### config.mk
export PLATFORM = sky130hd
export DESIGN_NAME = ssf_bank
export DESIGN_NICKNAME = d
export VERILOG_FILES = /design/src/rtl/ssf_pkg.sv /design/src/rtl/ssf_sync.sv /design/src/rtl/ssf_interrog.sv /design/src/rtl/ssf_bank.sv
export SDC_FILE = /design/constraint.sdc
export NUM_CORES = 1
export LEC_CHECK = 0
export ABC_CLOCK_PERIOD_IN_PS = 4600
export BUFFER_PORTS_ARGS = -buffer_cell sky130_fd_sc_hd__buf_4
export CORE_ASPECT_RATIO = 0.9
export CORE_MARGIN = 10
export CORE_UTILIZATION = 45
export CTS_BUF_LIST = sky130_fd_sc_hd__clkbuf_4 sky130_fd_sc_hd__clkbuf_8
export CTS_CLUSTER_DIAMETER = 100
export DETAILED_ROUTE_END_ITERATION = 8
export GPL_TIMING_DRIVEN = 0
export MAX_ROUTING_LAYER = met4
export PLACE_DENSITY = 0.74
export SLEW_MARGIN = 25
export SYNTH_ARGS = -nofsm -noshare
export SYNTH_HDL_FRONTEND = slang
export SYNTH_SLANG_ARGS = --single-unit
export TNS_END_PERCENT = 10
### constraint.sdc
create_clock -name clk_i -period 4.6 [get_ports clk_i]
set_input_delay 0.23 -clock clk_i [delete_from_list [all_inputs] [get_ports clk_i]]
set_output_delay 0.23 -clock clk_i [all_outputs]
set_load 0.1 [all_outputs]
### src/rtl/ssf_pkg.sv
// Shared constants, carriers and state types for the socket present-state and force-event bank.
package ssf_pkg;

    // Bus geometry.
    localparam int unsigned SSF_AW = 8;
    localparam int unsigned SSF_DW = 32;

    // Register byte offsets; event and mask hold the interrupt status and its gate.
    localparam logic [SSF_AW-1:0] SSF_OFF_EVENT = 8'h00;
    localparam logic [SSF_AW-1:0] SSF_OFF_MASK = 8'h04;
    localparam logic [SSF_AW-1:0] SSF_OFF_PRESENT = 8'h08;
    localparam logic [SSF_AW-1:0] SSF_OFF_FORCE = 8'h0c;

    // Field positions shared by the present-state and force-event words.
    localparam int unsigned SSF_B_STATUS = 0;
    localparam int unsigned SSF_B_DET1 = 1;
    localparam int unsigned SSF_B_DET2 = 2;
    localparam int unsigned SSF_B_POWER = 3;
    localparam int unsigned SSF_B_SIXTEEN = 4;
    localparam int unsigned SSF_B_CARDBUS = 5;
    localparam int unsigned SSF_B_READY = 6;
    localparam int unsigned SSF_B_UNKNOWN = 7;
    localparam int unsigned SSF_B_LOSS = 8;
    localparam int unsigned SSF_B_BADREQ = 9;
    localparam int unsigned SSF_B_VOLT_LO = 10;
    localparam int unsigned SSF_B_VOLT_HI = 13;
    localparam int unsigned SSF_B_REINT = 14;
    localparam int unsigned SSF_B_SOCK_HIGH = 28;
    localparam int unsigned SSF_B_SOCK_LOW = 29;
    localparam int unsigned SSF_EV_W = 4;
    localparam int unsigned SSF_VOLT_W = 4;

    // Reset and fixed values.
    localparam logic [SSF_DW-1:0] SSF_ZERO_WORD = 32'h0000_0000;
    localparam logic [SSF_EV_W-1:0] SSF_EV_NONE = 4'h0;
    localparam logic [SSF_VOLT_W-1:0] SSF_VOLT_NONE = 4'h0;
    localparam logic [1:0] SSF_DET_BOTH = 2'h3;
    localparam logic [1:0] SSF_DET_NONE = 2'h0;

    // Interrogation time: a least time, so the cycle count rounds up.
    localparam int unsigned SSF_CLK_PS = 5000;
    localparam int unsigned SSF_INTERROG_NS = 1000;
    localparam int unsigned SSF_INTERROG_CYC = (SSF_INTERROG_NS * 1000 + SSF_CLK_PS - 1) / SSF_CLK_PS;
    localparam int unsigned SSF_CNT_W = 8;

    // Register port request.
    typedef struct packed {
        logic [SSF_AW-1:0] addr;
        logic [SSF_DW-1:0] wdata;
        logic we;
        logic re;
    } ssf_bus_req_s;

    // Socket pins, asynchronous to the bus clock.
    typedef struct packed {
        logic card_ready_irq_pin;
        logic card_status_change_pin;
        logic card_detect_pin_one;
        logic card_detect_pin_two;
    } ssf_pins_s;

    // Levels the socket pins show with no card seated; the synchroniser resets to these.
    localparam ssf_pins_s SSF_PINS_IDLE = '{card_ready_irq_pin: 1'b1, card_status_change_pin: 1'b0,
                                          card_detect_pin_one: 1'b1, card_detect_pin_two: 1'b1};

    // Result of the voltage-sense logic, valid when interrogation ends.
    typedef struct packed {
        logic cardbus;
        logic sixteen;
        logic unknown;
        logic [SSF_VOLT_W-1:0] volt;
    } ssf_sense_s;

    // Interrogation sequencer states.
    typedef enum logic [1:0] {
        SSF_IQ_IDLE = 2'b01,
        SSF_IQ_RUN = 2'b10
    } ssf_iq_e;

    // Whole state of the register bank.
    typedef struct packed {
        logic ready_irq_level;
        logic status_change_level;
        logic [1:0] pin_det_prev;
        logic cardbus_card_found;
        logic sixteen_bit_card_found;
        logic socket_power_state;
        logic detect_two_level;
        logic detect_one_level;
        logic [SSF_VOLT_W-1:0] volt_cap;
        logic invalid_supply_request;
        logic loss_on_removal;
        logic unrecognised_card;
        logic [SSF_EV_W-1:0] event_flags;
        logic [SSF_EV_W-1:0] irq_mask;
        logic [SSF_DW-1:0] rdata;
        logic irq;
        logic ctrl_en;
        logic start;
    } ssf_state_s;

endpackage

### src/rtl/ssf_sync.sv
// Two-flop synchroniser for a group of asynchronous socket pins.
`timescale 1ns/1ps
`default_nettype none
module ssf_sync #(
    parameter int unsigned W = 4,
    parameter logic [W-1:0] RST_VAL = '0
) (
    input wire logic clk_i,
    input wire logic rst_n_i,
    input wire logic [W-1:0] async_i,
    output var logic [W-1:0] sync_o
);
    typedef struct packed {
        logic [W-1:0] meta;
        logic [W-1:0] stable;
    } ssf_sync_s;

    ssf_sync_s st_q;
    ssf_sync_s st_d;

    // The first stage feeds only the second; nothing else looks at it.
    always_comb begin
        st_d.meta = async_i;
        st_d.stable = st_q.meta;
    end

    // Both stages reset to the idle pin levels, so no false edge follows reset.
    always_ff @(posedge clk_i) begin
        if (!rst_n_i) begin
            st_q <= '{meta: RST_VAL, stable: RST_VAL};
        end else begin
            st_q <= st_d;
        end
    end

    assign sync_o = st_q.stable;
endmodule // ssf_sync
`default_nettype wire

### src/rtl/ssf_interrog.sv
// Card interrogation sequencer: holds busy for a fixed time after the last start, then pulses done.
`timescale 1ns/1ps
`default_nettype none
module ssf_interrog
    import ssf_pkg::*;
#(
    parameter int unsigned CYCLES = SSF_INTERROG_CYC
) (
    input wire logic clk_i,
    input wire logic rst_n_i,
    input wire logic start_i,
    output var logic busy_o,
    output var logic done_o
);
    typedef struct packed {
        ssf_iq_e st;
        logic [SSF_CNT_W-1:0] cnt;
        logic busy;
        logic done;
    } ssf_iq_s;

    localparam logic [SSF_CNT_W-1:0] LAST = SSF_CNT_W'(CYCLES - 1);

    ssf_iq_s st_q;
    ssf_iq_s st_d;

    // A start while running restarts the count, so a late trigger is never dropped.
    always_comb begin
        st_d = st_q;
        st_d.done = 1'b0;
        case (st_q.st)
            SSF_IQ_IDLE: begin
                if (start_i) begin
                    st_d.st = SSF_IQ_RUN;
                    st_d.cnt = '0;
                    st_d.busy = 1'b1;
                end
            end
            SSF_IQ_RUN: begin
                if (start_i) begin
                    st_d.cnt = '0;
                end else if (st_q.cnt == LAST) begin
                    st_d.st = SSF_IQ_IDLE;
                    st_d.busy = 1'b0;
                    st_d.done = 1'b1;
                end else begin
                    st_d.cnt = st_q.cnt + 1'b1;
                end
            end
            default: begin
                st_d.st = SSF_IQ_IDLE;
                st_d.busy = 1'b0;
            end
        endcase
    end

    // Sequencer register.
    always_ff @(posedge clk_i) begin
        if (!rst_n_i) begin
            st_q <= '{st: SSF_IQ_IDLE, cnt: '0, busy: 1'b0, done: 1'b0};
        end else begin
            st_q <= st_d;
        end
    end

    assign busy_o = st_q.busy;
    assign done_o = st_q.done;
endmodule // ssf_interrog
`default_nettype wire

### src/rtl/ssf_bank.sv
// Socket present-state and force-event register bank with event interrupt.
//
// Strobed register access is this design's own decision.
`timescale 1ns/1ps
`default_nettype none
module ssf_bank
    import ssf_pkg::*;
#(
    parameter int unsigned INTERROG_CYCLES = SSF_INTERROG_CYC
) (
    input wire logic clk_i,
    input wire logic rst_n_i,
    input wire ssf_bus_req_s bus_i,
    output var logic [SSF_DW-1:0] rdata_o,
    input wire ssf_pins_s pins_i,
    input wire logic power_up_i,
    input wire ssf_sense_s sense_i,
    output var logic irq_o,
    output var logic socket_ctrl_en_o,
    output var logic interrog_busy_o
);
    ssf_state_s st_q;
    ssf_state_s st_d;
    ssf_pins_s pins_s;
    logic iq_busy;
    logic iq_done;

    // True when the request address matches a register offset.
    function automatic logic hit(input logic [SSF_AW-1:0] addr, input logic [SSF_AW-1:0] off);
        hit = (addr == off);
    endfunction

    // Mask as applied: the detect pair only opens when both bits are set.
    function automatic logic [SSF_EV_W-1:0] eff_mask(input logic [SSF_EV_W-1:0] m);
        logic both;
        both = (m[SSF_B_DET2:SSF_B_DET1] == SSF_DET_BOTH);
        eff_mask = m;
        eff_mask[SSF_B_DET1] = both;
        eff_mask[SSF_B_DET2] = both;
    endfunction

    // Assembles the present-state word from the held fields.
    function automatic logic [SSF_DW-1:0] present_word(input ssf_state_s s);
        logic [SSF_DW-1:0] w;
        w = SSF_ZERO_WORD;
        w[SSF_B_SOCK_LOW] = 1'b1;
        w[SSF_B_SOCK_HIGH] = 1'b1;
        w[SSF_B_VOLT_HI:SSF_B_VOLT_LO] = s.volt_cap;
        w[SSF_B_BADREQ] = s.invalid_supply_request;
        w[SSF_B_LOSS] = s.loss_on_removal;
        w[SSF_B_UNKNOWN] = s.unrecognised_card;
        w[SSF_B_READY] = s.ready_irq_level;
        w[SSF_B_CARDBUS] = s.cardbus_card_found;
        w[SSF_B_SIXTEEN] = s.sixteen_bit_card_found;
        w[SSF_B_POWER] = s.socket_power_state;
        w[SSF_B_DET2] = s.detect_two_level;
        w[SSF_B_DET1] = s.detect_one_level;
        w[SSF_B_STATUS] = s.status_change_level;
        present_word = w;
    endfunction

    // Socket pins come from outside the bus clock domain.
    ssf_sync #(
        .W($bits(ssf_pins_s)),
        .RST_VAL(SSF_PINS_IDLE)
    ) u_sync (
        .clk_i(clk_i),
        .rst_n_i(rst_n_i),
        .async_i(pins_i),
        .sync_o(pins_s)
    );

    // Interrogation timing; the type sensing itself happens outside.
    ssf_interrog #(
        .CYCLES(INTERROG_CYCLES)
    ) u_interrog (
        .clk_i(clk_i),
        .rst_n_i(rst_n_i),
        .start_i(st_q.start),
        .busy_o(iq_busy),
        .done_o(iq_done)
    );

    // Next-state logic: pin tracking, interrogation results, force writes, events and readback.
    always_comb begin
        logic wr_force;
        logic rd_event;
        logic insert;
        logic [SSF_EV_W-1:0] ev_set;
        logic [SSF_DW-1:0] wd;
        wr_force = 1'b0;
        rd_event = 1'b0;
        insert = 1'b0;
        ev_set = SSF_EV_NONE;
        wd = bus_i.wdata;
        st_d = st_q;
        st_d.start = 1'b0;

        // Live pin levels.
        st_d.ready_irq_level = pins_s.card_ready_irq_pin;
        st_d.status_change_level = pins_s.card_status_change_pin;
        st_d.pin_det_prev = {pins_s.card_detect_pin_two, pins_s.card_detect_pin_one};

        // A card goes in when the detect pins first read both low, whichever of them fell last.
        insert = (st_d.pin_det_prev == SSF_DET_NONE) && (st_q.pin_det_prev != SSF_DET_NONE);

        // Detect bits hold still while the card is being interrogated.
        if (!iq_busy) begin
            st_d.detect_one_level = pins_s.card_detect_pin_one;
            st_d.detect_two_level = pins_s.card_detect_pin_two;
        end
        st_d.socket_power_state = power_up_i;

        // Hardware events, raised on each change of the tracked level.
        ev_set[SSF_B_STATUS] = st_q.status_change_level != st_d.status_change_level;
        ev_set[SSF_B_DET1] = st_q.detect_one_level != st_d.detect_one_level;
        ev_set[SSF_B_DET2] = st_q.detect_two_level != st_d.detect_two_level;
        ev_set[SSF_B_POWER] = st_q.socket_power_state != st_d.socket_power_state;

        // Card type and voltage capability change only when interrogation finishes or on a force write.
        if (iq_done) begin
            st_d.cardbus_card_found = sense_i.cardbus;
            st_d.sixteen_bit_card_found = sense_i.sixteen;
            st_d.unrecognised_card = sense_i.unknown;
            st_d.volt_cap = sense_i.volt;
            st_d.ctrl_en = 1'b1;
        end

        // Register writes; the force register holds nothing, it only acts.
        if (bus_i.we) begin
            if (hit(bus_i.addr, SSF_OFF_MASK)) begin
                st_d.irq_mask = wd[SSF_EV_W-1:0];
            end else if (hit(bus_i.addr, SSF_OFF_FORCE)) begin
                wr_force = 1'b1;
            end
        end

        // A forced value written in the same cycle as a finishing interrogation wins.
        if (wr_force) begin
            st_d.volt_cap = wd[SSF_B_VOLT_HI:SSF_B_VOLT_LO];
            st_d.invalid_supply_request = wd[SSF_B_BADREQ];
            st_d.loss_on_removal = wd[SSF_B_LOSS];
            st_d.unrecognised_card = wd[SSF_B_UNKNOWN];
            st_d.cardbus_card_found = wd[SSF_B_CARDBUS];
            st_d.sixteen_bit_card_found = wd[SSF_B_SIXTEEN];
            if (|wd[SSF_B_VOLT_HI:SSF_B_VOLT_LO]) begin
                st_d.ctrl_en = 1'b0;
            end
        end

        // Start interrogation on insertion or on the trigger bit.
        if (insert || (wr_force && wd[SSF_B_REINT])) begin
            st_d.start = 1'b1;
        end

        // Reads: readback one cycle later; reading the event word clears it.
        st_d.rdata = SSF_ZERO_WORD;
        if (bus_i.re) begin
            if (hit(bus_i.addr, SSF_OFF_EVENT)) begin
                st_d.rdata[SSF_EV_W-1:0] = st_q.event_flags;
                rd_event = 1'b1;
            end else if (hit(bus_i.addr, SSF_OFF_MASK)) begin
                st_d.rdata[SSF_EV_W-1:0] = st_q.irq_mask;
            end else if (hit(bus_i.addr, SSF_OFF_PRESENT)) begin
                st_d.rdata = present_word(st_q);
            end else begin
                st_d.rdata = SSF_ZERO_WORD;
            end
        end

        // Event flags: clear by read, load by force, hardware set always wins.
        st_d.event_flags = st_q.event_flags;
        if (rd_event) begin
            st_d.event_flags = SSF_EV_NONE;
        end
        if (wr_force) begin
            st_d.event_flags = wd[SSF_EV_W-1:0];
        end
        st_d.event_flags = st_d.event_flags | ev_set;

        // Level interrupt from any unmasked pending flag.
        st_d.irq = |(st_d.event_flags & eff_mask(st_d.irq_mask));
    end

    // Single state register; detect bits start at the no-card level.
    always_ff @(posedge clk_i) begin
        if (!rst_n_i) begin
            st_q <= '0;
            st_q.pin_det_prev <= SSF_DET_BOTH;
            st_q.detect_one_level <= 1'b1;
            st_q.detect_two_level <= 1'b1;
            st_q.ctrl_en <= 1'b1;
        end else begin
            st_q <= st_d;
        end
    end

    assign rdata_o = st_q.rdata;
    assign irq_o = st_q.irq;
    assign socket_ctrl_en_o = st_q.ctrl_en;
    assign interrog_busy_o = iq_busy;

    logic force_wr;
    assign force_wr = bus_i.we && (bus_i.addr == SSF_OFF_FORCE);
endmodule // ssf_bank
`default_nettype wire

# Word level (Yosys, flattened, before mapping)
# Index checks and enable logic that the tools add are counted.
[totals] inputBits=56 reg_bits=79 wordCells=96
[op_classes] add_sub_neg=1 bitwise_logic=6 eq_ne=15 n_mux=32 n_reduce_logical=16
[op_table] operator="$mux W30" n=1
[op_table] operator="$mux W4" n=7
[op_table] operator="$eq A8 B4 Y1 const B" n=2
[op_table] operator="$mux W8" n=2
[op_table] operator="$pmux W8 S2" n=1
[op_table] operator="$mux W2" n=7
[op_table] operator="$reduce_or A4 Y1" n=3
[op_table] operator="$mux W11" n=1
[op_table] operator="$mux W1" n=10
[op_table] operator="$add A8 B1 Y8 const B" n=1
[op_table] operator="$eq A8 B3 Y1 const B" n=1
[op_table] operator="$eq A8 B8 Y1 const B" n=1
[op_table] operator="$logic_not A8 Y1" n=1
[op_table] operator="$mux W7" n=1
[op_table] operator="$reduce_and A3 Y1" n=2
[op_table] operator="$reduce_bool A2 Y1" n=3
[op_table] operator="$reduce_or A5 Y1" n=1
[op_table] operator="$and A4 B4 Y4" n=1
[op_table] operator="$eq A2 B2 Y1 const B" n=2
[op_table] operator="$ne A1 B1 Y1" n=4
[op_table] operator="$ne A2 B2 Y1 const B" n=2
[op_table] operator="$not A1 Y1" n=4
[op_table] operator="$or A4 B4 Y4" n=1
[op_table] operator="$pmux W2 S2" n=1
[op_table] operator="other kinds (9)" n=10

# Logic depth before layout (Yosys ltp)
# Gate-level depths: netlist of the first run.
[logic_depth] depth_word=8 ltp_mapped=8 mapped_depth_nobuf=7

# Hierarchy
# From an unflattened synthesis of the first run, not the netlist that was laid out.
[hier_totals] hier_cells=275 area_unflattened_um2=2698.8
[modules_own_cells] module="ssf_bank" seq_area_each_um2=840.8 area_each_um2=1904.3 n_inst=1 cells_each=192
[modules_own_cells] module="ssf_interrog" seq_area_each_um2=240.2 area_each_um2=584.3 n_inst=1 cells_each=67
[modules_own_cells] module="ssf_sync" seq_area_each_um2=160.2 area_each_um2=210.2 n_inst=1 cells_each=16

# Least setup slack after synthesis of the first run
# No wires, ideal clock.
[synth_path] path_kind="register to register" startpoint="register, netlist name u_interrog.busy_o" endpoint="register u_interrog.st_q[2] (netlist bit)" setup_time_ns=0.121 required_ns=4.479 path_slack_ns=2.252 stages_incl_launch_ff=9 n_path_buf=1 arrival_time_ns=2.227 path_cell_list="dfxtp_1 > inv_1 > ha_1 > inv_1 > o311a_1 > buf_2 > o21ai_0 > nand2_1 > nor2_1"
[synth_lines] item="end signal: assignment" line="ssf_interrog.sv:60" source="st_q <= '{st: SSF_IQ_IDLE, cnt: '0, busy: 1'b0, done: 1'b0};"
[synth_lines] item="end signal: assignment" line="ssf_interrog.sv:62" source="st_q <= st_d;"
[synth_lines] item="end: declaration" line="ssf_interrog.sv:24" source="ssf_iq_s st_q;"

==> results of run 1 <==
[power breakdown]
part | switching, mW | total (mW) | internal [mW] | leakage [nW]
registers | 0.00448 | 0.542 | 0.537 | 0.495
logic | 0.0863 | 0.131 | 0.0446 | 1.02
clock network | 0.198 | 0.401 | 0.203 | 0.0897
total | 0.289 | 1.07 | 0.785 | 1.61
[synth_stat cells (all sizes together) (2+ instances only)]
cell and instances:
and2b 3, nand2b 13, a221oi 2, mux2i 14, nor3b 2, nand4 5, ha 3, and3 5
nand3 4, nor2b 9, nand4bb 2, nand2 20, nor4 2, buf 37, nor2 17, dfxtp 61
o211a 7, inv 4, a2111oi 4, o21ai 2, a21boi 2, o22ai 2, a222oi 2, xor2 10
clkbuf 5, and2 16
[stage by stage]
step / std cells / util (%) / total power, mW
CTS: 420 / 58.9 / 1.09
detailed placement: 404 / 56.0 / 0.683
floorplan: 278 / - / 0.647
global placement: 404 / 56.0 / 0.682
global route: 420 / 58.9 / 1.12
finish: 420 / 58.9 / 1.07
[cell type report]
type	instances	area, um2
inverters	4	15.0
clock buffers	11	139
multi-input cells	171	1140
repair buffers	56	420
fillers	498	2320
flip-flops and latches	61	1220
plain buffers	42	288
well taps	70	87.6
clock inverters	5	27.5
[layer usage]
layer / GRT usage (%) / vias up / share of wire [%]
met2: 19.0 / 68 / 45
li1: - / 1012 / -
met1: 14.4 / 888 / 44
met4: 5.06 / 0 / 1.2
met5: - / - / 0
met3: 6.68 / 8 / 9.7
[critical path, stage by stage, from the launching register on]
cell and delay [ns]:
dfxtp_1 0.47, inv_1 0.16, ha_1 0.31, inv_1 0.05, o311a_1 0.13, buf_2 0.19
o21ai_0 0.10, nand2_1 0.23, nor2_1 0.08
[worst min path at each step]
stage	start	to	slack, ns	cells after the start
final	pins_i[3]	u_sync.st_d[3]	0.08	2
after detailed placement	u_sync.st_d[0]	u_sync.sync_o[0]	0.40	1
after CTS	pins_i[3]	u_sync.st_d[3]	0.06	2
after floorplan	pins_i[0]	u_sync.st_d[0]	0.33	1
after global placement	u_sync.st_d[1]	u_sync.sync_o[1]	0.39	1
after global routing	pins_i[3]	u_sync.st_d[3]	0.06	2
[kinds of logic after synthesis]
family | count (synthesis) | synth area share, %
compound gates | 28 | 8.93
xor+xnor | 11 | 3.70
fa+ha+maj | 3 | 1.44
buf+inv | 46 | 11.6
flops | 61 | 46.9
mux | 14 | 5.38
other cells | 1 | 0.144
simple gates | 99 | 21.9
[registers in the layout (all words and copies together), names as in the netlist]
name and flops:
st_q 25, rdata_o 15, u_interrog.st_q 9, u_sync.st_d 4, u_sync.sync_o 4, irq_o 1
socket_ctrl_en_o 1, u_interrog.busy_o 1, u_interrog.done_o 1
==> impl_metrics.ini, run 1 <==
[clock_network]
clock-sinks = 61
clock_path_buffers = 2
clk_latency_ns = 0.34
cts_setup_buffers = 0
tritoncts = built
postCtsHoldBufs = 0
root_buffer = clkbuf_8
cts_made_buffers = 9
post_cts_resized = 0
h-tree-depth = 3
clkSlewWorstSetupHoldPaths_ns = 0.07

[grt]
grt_max_degree = 11
grt.overflow.total = 0
antenna_found_initial = 0
grt.total_usage_pct = 12.9
grt_pass1_vias = 1906
grt_pass1_wl_um = 9140

[die]
die_h_um = 92.2
io_pins = 91
coreArea_mm2 = 0.00566
die_area_mm2 = 0.00924
die-width_um = 100
rows = 26
initial_core_util_pct = 46.0

[logic_synthesis]
avgSynthCellArea_um2 = 9.90
yosysWarnings = 0
synth-seq-area-share_pct = 46.9
syn_inst = 263
synth.top_cell.area_share_pct = 46.9
async_flop_share_pct = 0
yosys.area.top_type = dfxtp_1
netlist_area_mm2 = 0.00260
synth_ff_type = dfxtp_1
synth_edf_count = 0
synth.distinct_cells = 43
ys_ff_latch = 61
yosys-top-cells-area = dfxtp_1 47%, buf_4 9.2%, mux2i_1 5.4%

[power_and_ir_drop]
p_leak_nw = 1.61
power-per-cell-area_mw_per_mm2 = 322
ir_drop_uv = 224

[timing]
hold_viol_final = 0
period_share_pct = 40.1
relSlewSlack_pct = 63.6
whs_ns = 0.0753
tightest_slew_ns = 0.546
fin_skew_ns = 0.00630
worst_slack_ns = 2.75
finalCriticalPeriod_ns = 1.85
timing.setup.tns_ns = 0
finalMaxSlewViolations = 0
report.final.setup_viol = 0
rsz0062_at_grt = no
fmax_ghz = 0.542

[setup_path]
worstRegToRegCells = 8
rr_startpoint = u_interrog.busy_o
crit_required_ns = 4.82
cp_max_fo = 9
r2r-end = u_interrog.st_q[3]
endpoint = u_interrog.st_q[3]
crit_type = reg -> reg
start_kind = flip-flop
r2r_slack_ns = 2.75
crit_path_end_kind = flip-flop
worst_ep_arrival_time_ns = 2.07
cp-startpoint = u_interrog.busy_o

[final_layout]
areaGrowthSynthToFinish_pct = 28.1
drive_above_1_share_pct = 31.7
n_antenna_cell = 0
final_cell_mix = 88 x buf_4, 61 x dfxtp_1, 20 x nand2_1, 17 x nor2_1
final_common_cell = buf_4
stdcell_area_mm2 = 0.00334
nNetsFinal = 404

[placed_design]
pre_cts_slack_ns = 2.71
placed_area_mm2 = 0.00317
place_congestion = 0.830
hpwl_um = 4260
port_buffers = 56

[route]
antenna_left = 0
routedWlPerCell_um = 13.4
drt_iter0_markers = 61
drc = 0
via_per_inst = 4.70
finalWirelength_um = 5620
vias = 1976
drt_first_pass_iters = 4

[run]
max-cap-violations = 0

[run_status]
status = finished, final reports clean

[min_path]
hold_path_class = in -> reg
Note: power is estimated with default switching activity, not from simulation.
==> run 2: changes to the inputs <==
--- a/config.mk
+++ b/config.mk
@@ -5,7 +5,7 @@
 export SDC_FILE = /design/constraint.sdc
 export NUM_CORES = 1
 export LEC_CHECK = 0
-export ABC_CLOCK_PERIOD_IN_PS = 4600
+export ABC_CLOCK_PERIOD_IN_PS = 1610
 export BUFFER_PORTS_ARGS = -buffer_cell sky130_fd_sc_hd__buf_4
 export CORE_ASPECT_RATIO = 0.9
 export CORE_MARGIN = 10
@@ -15,7 +15,7 @@
 export DETAILED_ROUTE_END_ITERATION = 8
 export GPL_TIMING_DRIVEN = 0
 export MAX_ROUTING_LAYER = met4
-export PLACE_DENSITY = 0.74
+export PLACE_DENSITY = 0.77
 export SLEW_MARGIN = 25
 export SYNTH_ARGS = -nofsm -noshare
 export SYNTH_HDL_FRONTEND = slang
==> constraint.sdc (replaced) <==
create_clock -name clk_i -period 1.61 [get_ports clk_i]
set_input_delay 0.0805 -clock clk_i [delete_from_list [all_inputs] [get_ports clk_i]]
set_output_delay 0.0805 -clock clk_i [all_outputs]
set_load 0.1 [all_outputs]
==> impl_metrics.ini, run 2 (synthesis gave the netlist of run 1 again) <==
[clock_network]
clock_path_buffers = 2
clk_latency_ns = 0.34
clkSlewWorstSetupHoldPaths_ns = 0.07
root_buffer = clkbuf_8
clock-sinks = 61
tritoncts = built
h-tree-depth = 3
cts_made_buffers = 9

[setup_path]
worst_ep_arrival_time_ns = 1.80
crit_type = reg -> reg
crit_required_ns = 1.85
start_kind = flip-flop
cp_max_fo = 5
crit_path_end_kind = flip-flop

[timing]
tightest_slew_ns = 0.560
finalMaxSlewViolations = 0
hold_viol_final = 0
whs_ns = 0.0251
finalCriticalPeriod_ns = 1.56
report.final.setup_viol = 0
period_share_pct = 96.8
fmax_ghz = 0.642
fin_skew_ns = 0.00878
worst_slack_ns = 0.0516
relSlewSlack_pct = 61.7
rsz0062_at_grt = yes

[final_layout]
fill_cells = 481
final_common_cell = buf_4
largest_reg_flops = 25
areaGrowthSynthToFinish_pct = 40.9
drive_above_1_share_pct = 35.7
max_flop_register = st_q
n_antenna_cell = 0
nNetsFinal = 424
final_cell_mix = 92 x buf_4, 56 x dfxtp_1, 19 x nand2_1, 16 x and2_1, 16 x conb_1
stdcell_area_mm2 = 0.00367

[route]
antenna_left = 0
routedWlPerCell_um = 13.9
vias = 2076
wl_met2_um = 3040
dr_wl_met3_um = 445
drc = 0
topRoutingLayerUsed = met4
wl_met1_um = 2540
via_per_inst = 4.72
drt_first_pass_iters = 4
drt_iter0_markers = 157
finalWirelength_um = 6130

[placed_design]
pre_cts_slack_ns = -0.122
hpwl_um = 4330
place_congestion = 0.830
placed_area_mm2 = 0.00320
port_buffers = 56

[die]
initial_core_util_pct = 46.0
die-width_um = 100
rows = 26
io_pins = 91
die_h_um = 92.2
coreArea_mm2 = 0.00566
die_area_mm2 = 0.00924

[run]
max-cap-violations = 0

[grt]
grt_pass1_wl_um = 9960
grt.overflow.total = 0
antenna_found_initial = 0
grt_pass1_vias = 2153
grt.total_usage_pct = 13.8
grt_max_degree = 11

[power_and_ir_drop]
p_leak_nw = 1.72
power-per-cell-area_mw_per_mm2 = 972
ir_drop_uv = 709
power_mw = 3.57

[run_status]
status = finished, final reports clean

[min_path]
hold_path_class = in -> reg
==> run 2: metrics by stage <==
step	std cells	TNS [ns]	utilization, %
after detailed placement	404	-1.27	56.6
after floorplan	278	-0.00568	-
after global routing	440	-0.0998	64.8
final	440	0	64.8
after CTS	436	0	63.8
after global placement	404	-1.16	56.6
==> run 2: path summary, 6_finish.rpt <==
kind,from,cells after the start,end,slack (ns)
min,bus_i[11],3,st_q[45],0.03
max reg2reg,u_interrog.busy_o,7,u_interrog.st_q[8],0.05
max,u_interrog.busy_o,7,u_interrog.st_q[8],0.05
min reg2reg,u_sync.st_d[1],1,u_sync.sync_o[1],0.41
==> run 2: report_power, final <==
part	switching [mW]	internal [mW]
clock	0.573	1.04
sequential	0.0139	1.53
combinational	0.257	0.155
total	0.844	2.72
==> run 2: timing repair <==
item	4_1_cts	5_1_grt
gates cloned	0	1
pin swaps	2	7
setup endpoints to repair	8	8
hold endpoints to repair	16	0
gates resized for setup	4	12
setup buffers	1	3
hold buffers	15	0
==> run 2: routing by layer <==
| layer | global-route usage, % | up-vias |
|---|---|---|
| li1 | - | 1049 |
| met1 | 14.7 | 949 |
| met2 | 21.3 | 69 |
| met3 | 6.23 | 9 |
| met4 | 7.18 | 0 |
| met5 | - | - |
==> run 2: final cells by class <==
type,count,area [um2],area share [%]
clock buffers,13,179,4.88
inverters,4,15.0,0.409
clock inverters,3,65.1,1.77
plain buffers,42,294,8.01
multi-input cells,171,1190,32.4
flip-flops and latches,61,1230,33.7
well taps,70,87.6,2.39
repair buffers,76,606,16.5
==> run 2: critical path, stage by stage, from the launching register on <==
cell,delay (ns)
dfxtp_4,0.39
ha_4,0.14
inv_2,0.05
o311a_1,0.37
buf_6,0.14
nand4_1,0.11
xor2_1,0.21
nor2_2,0.04
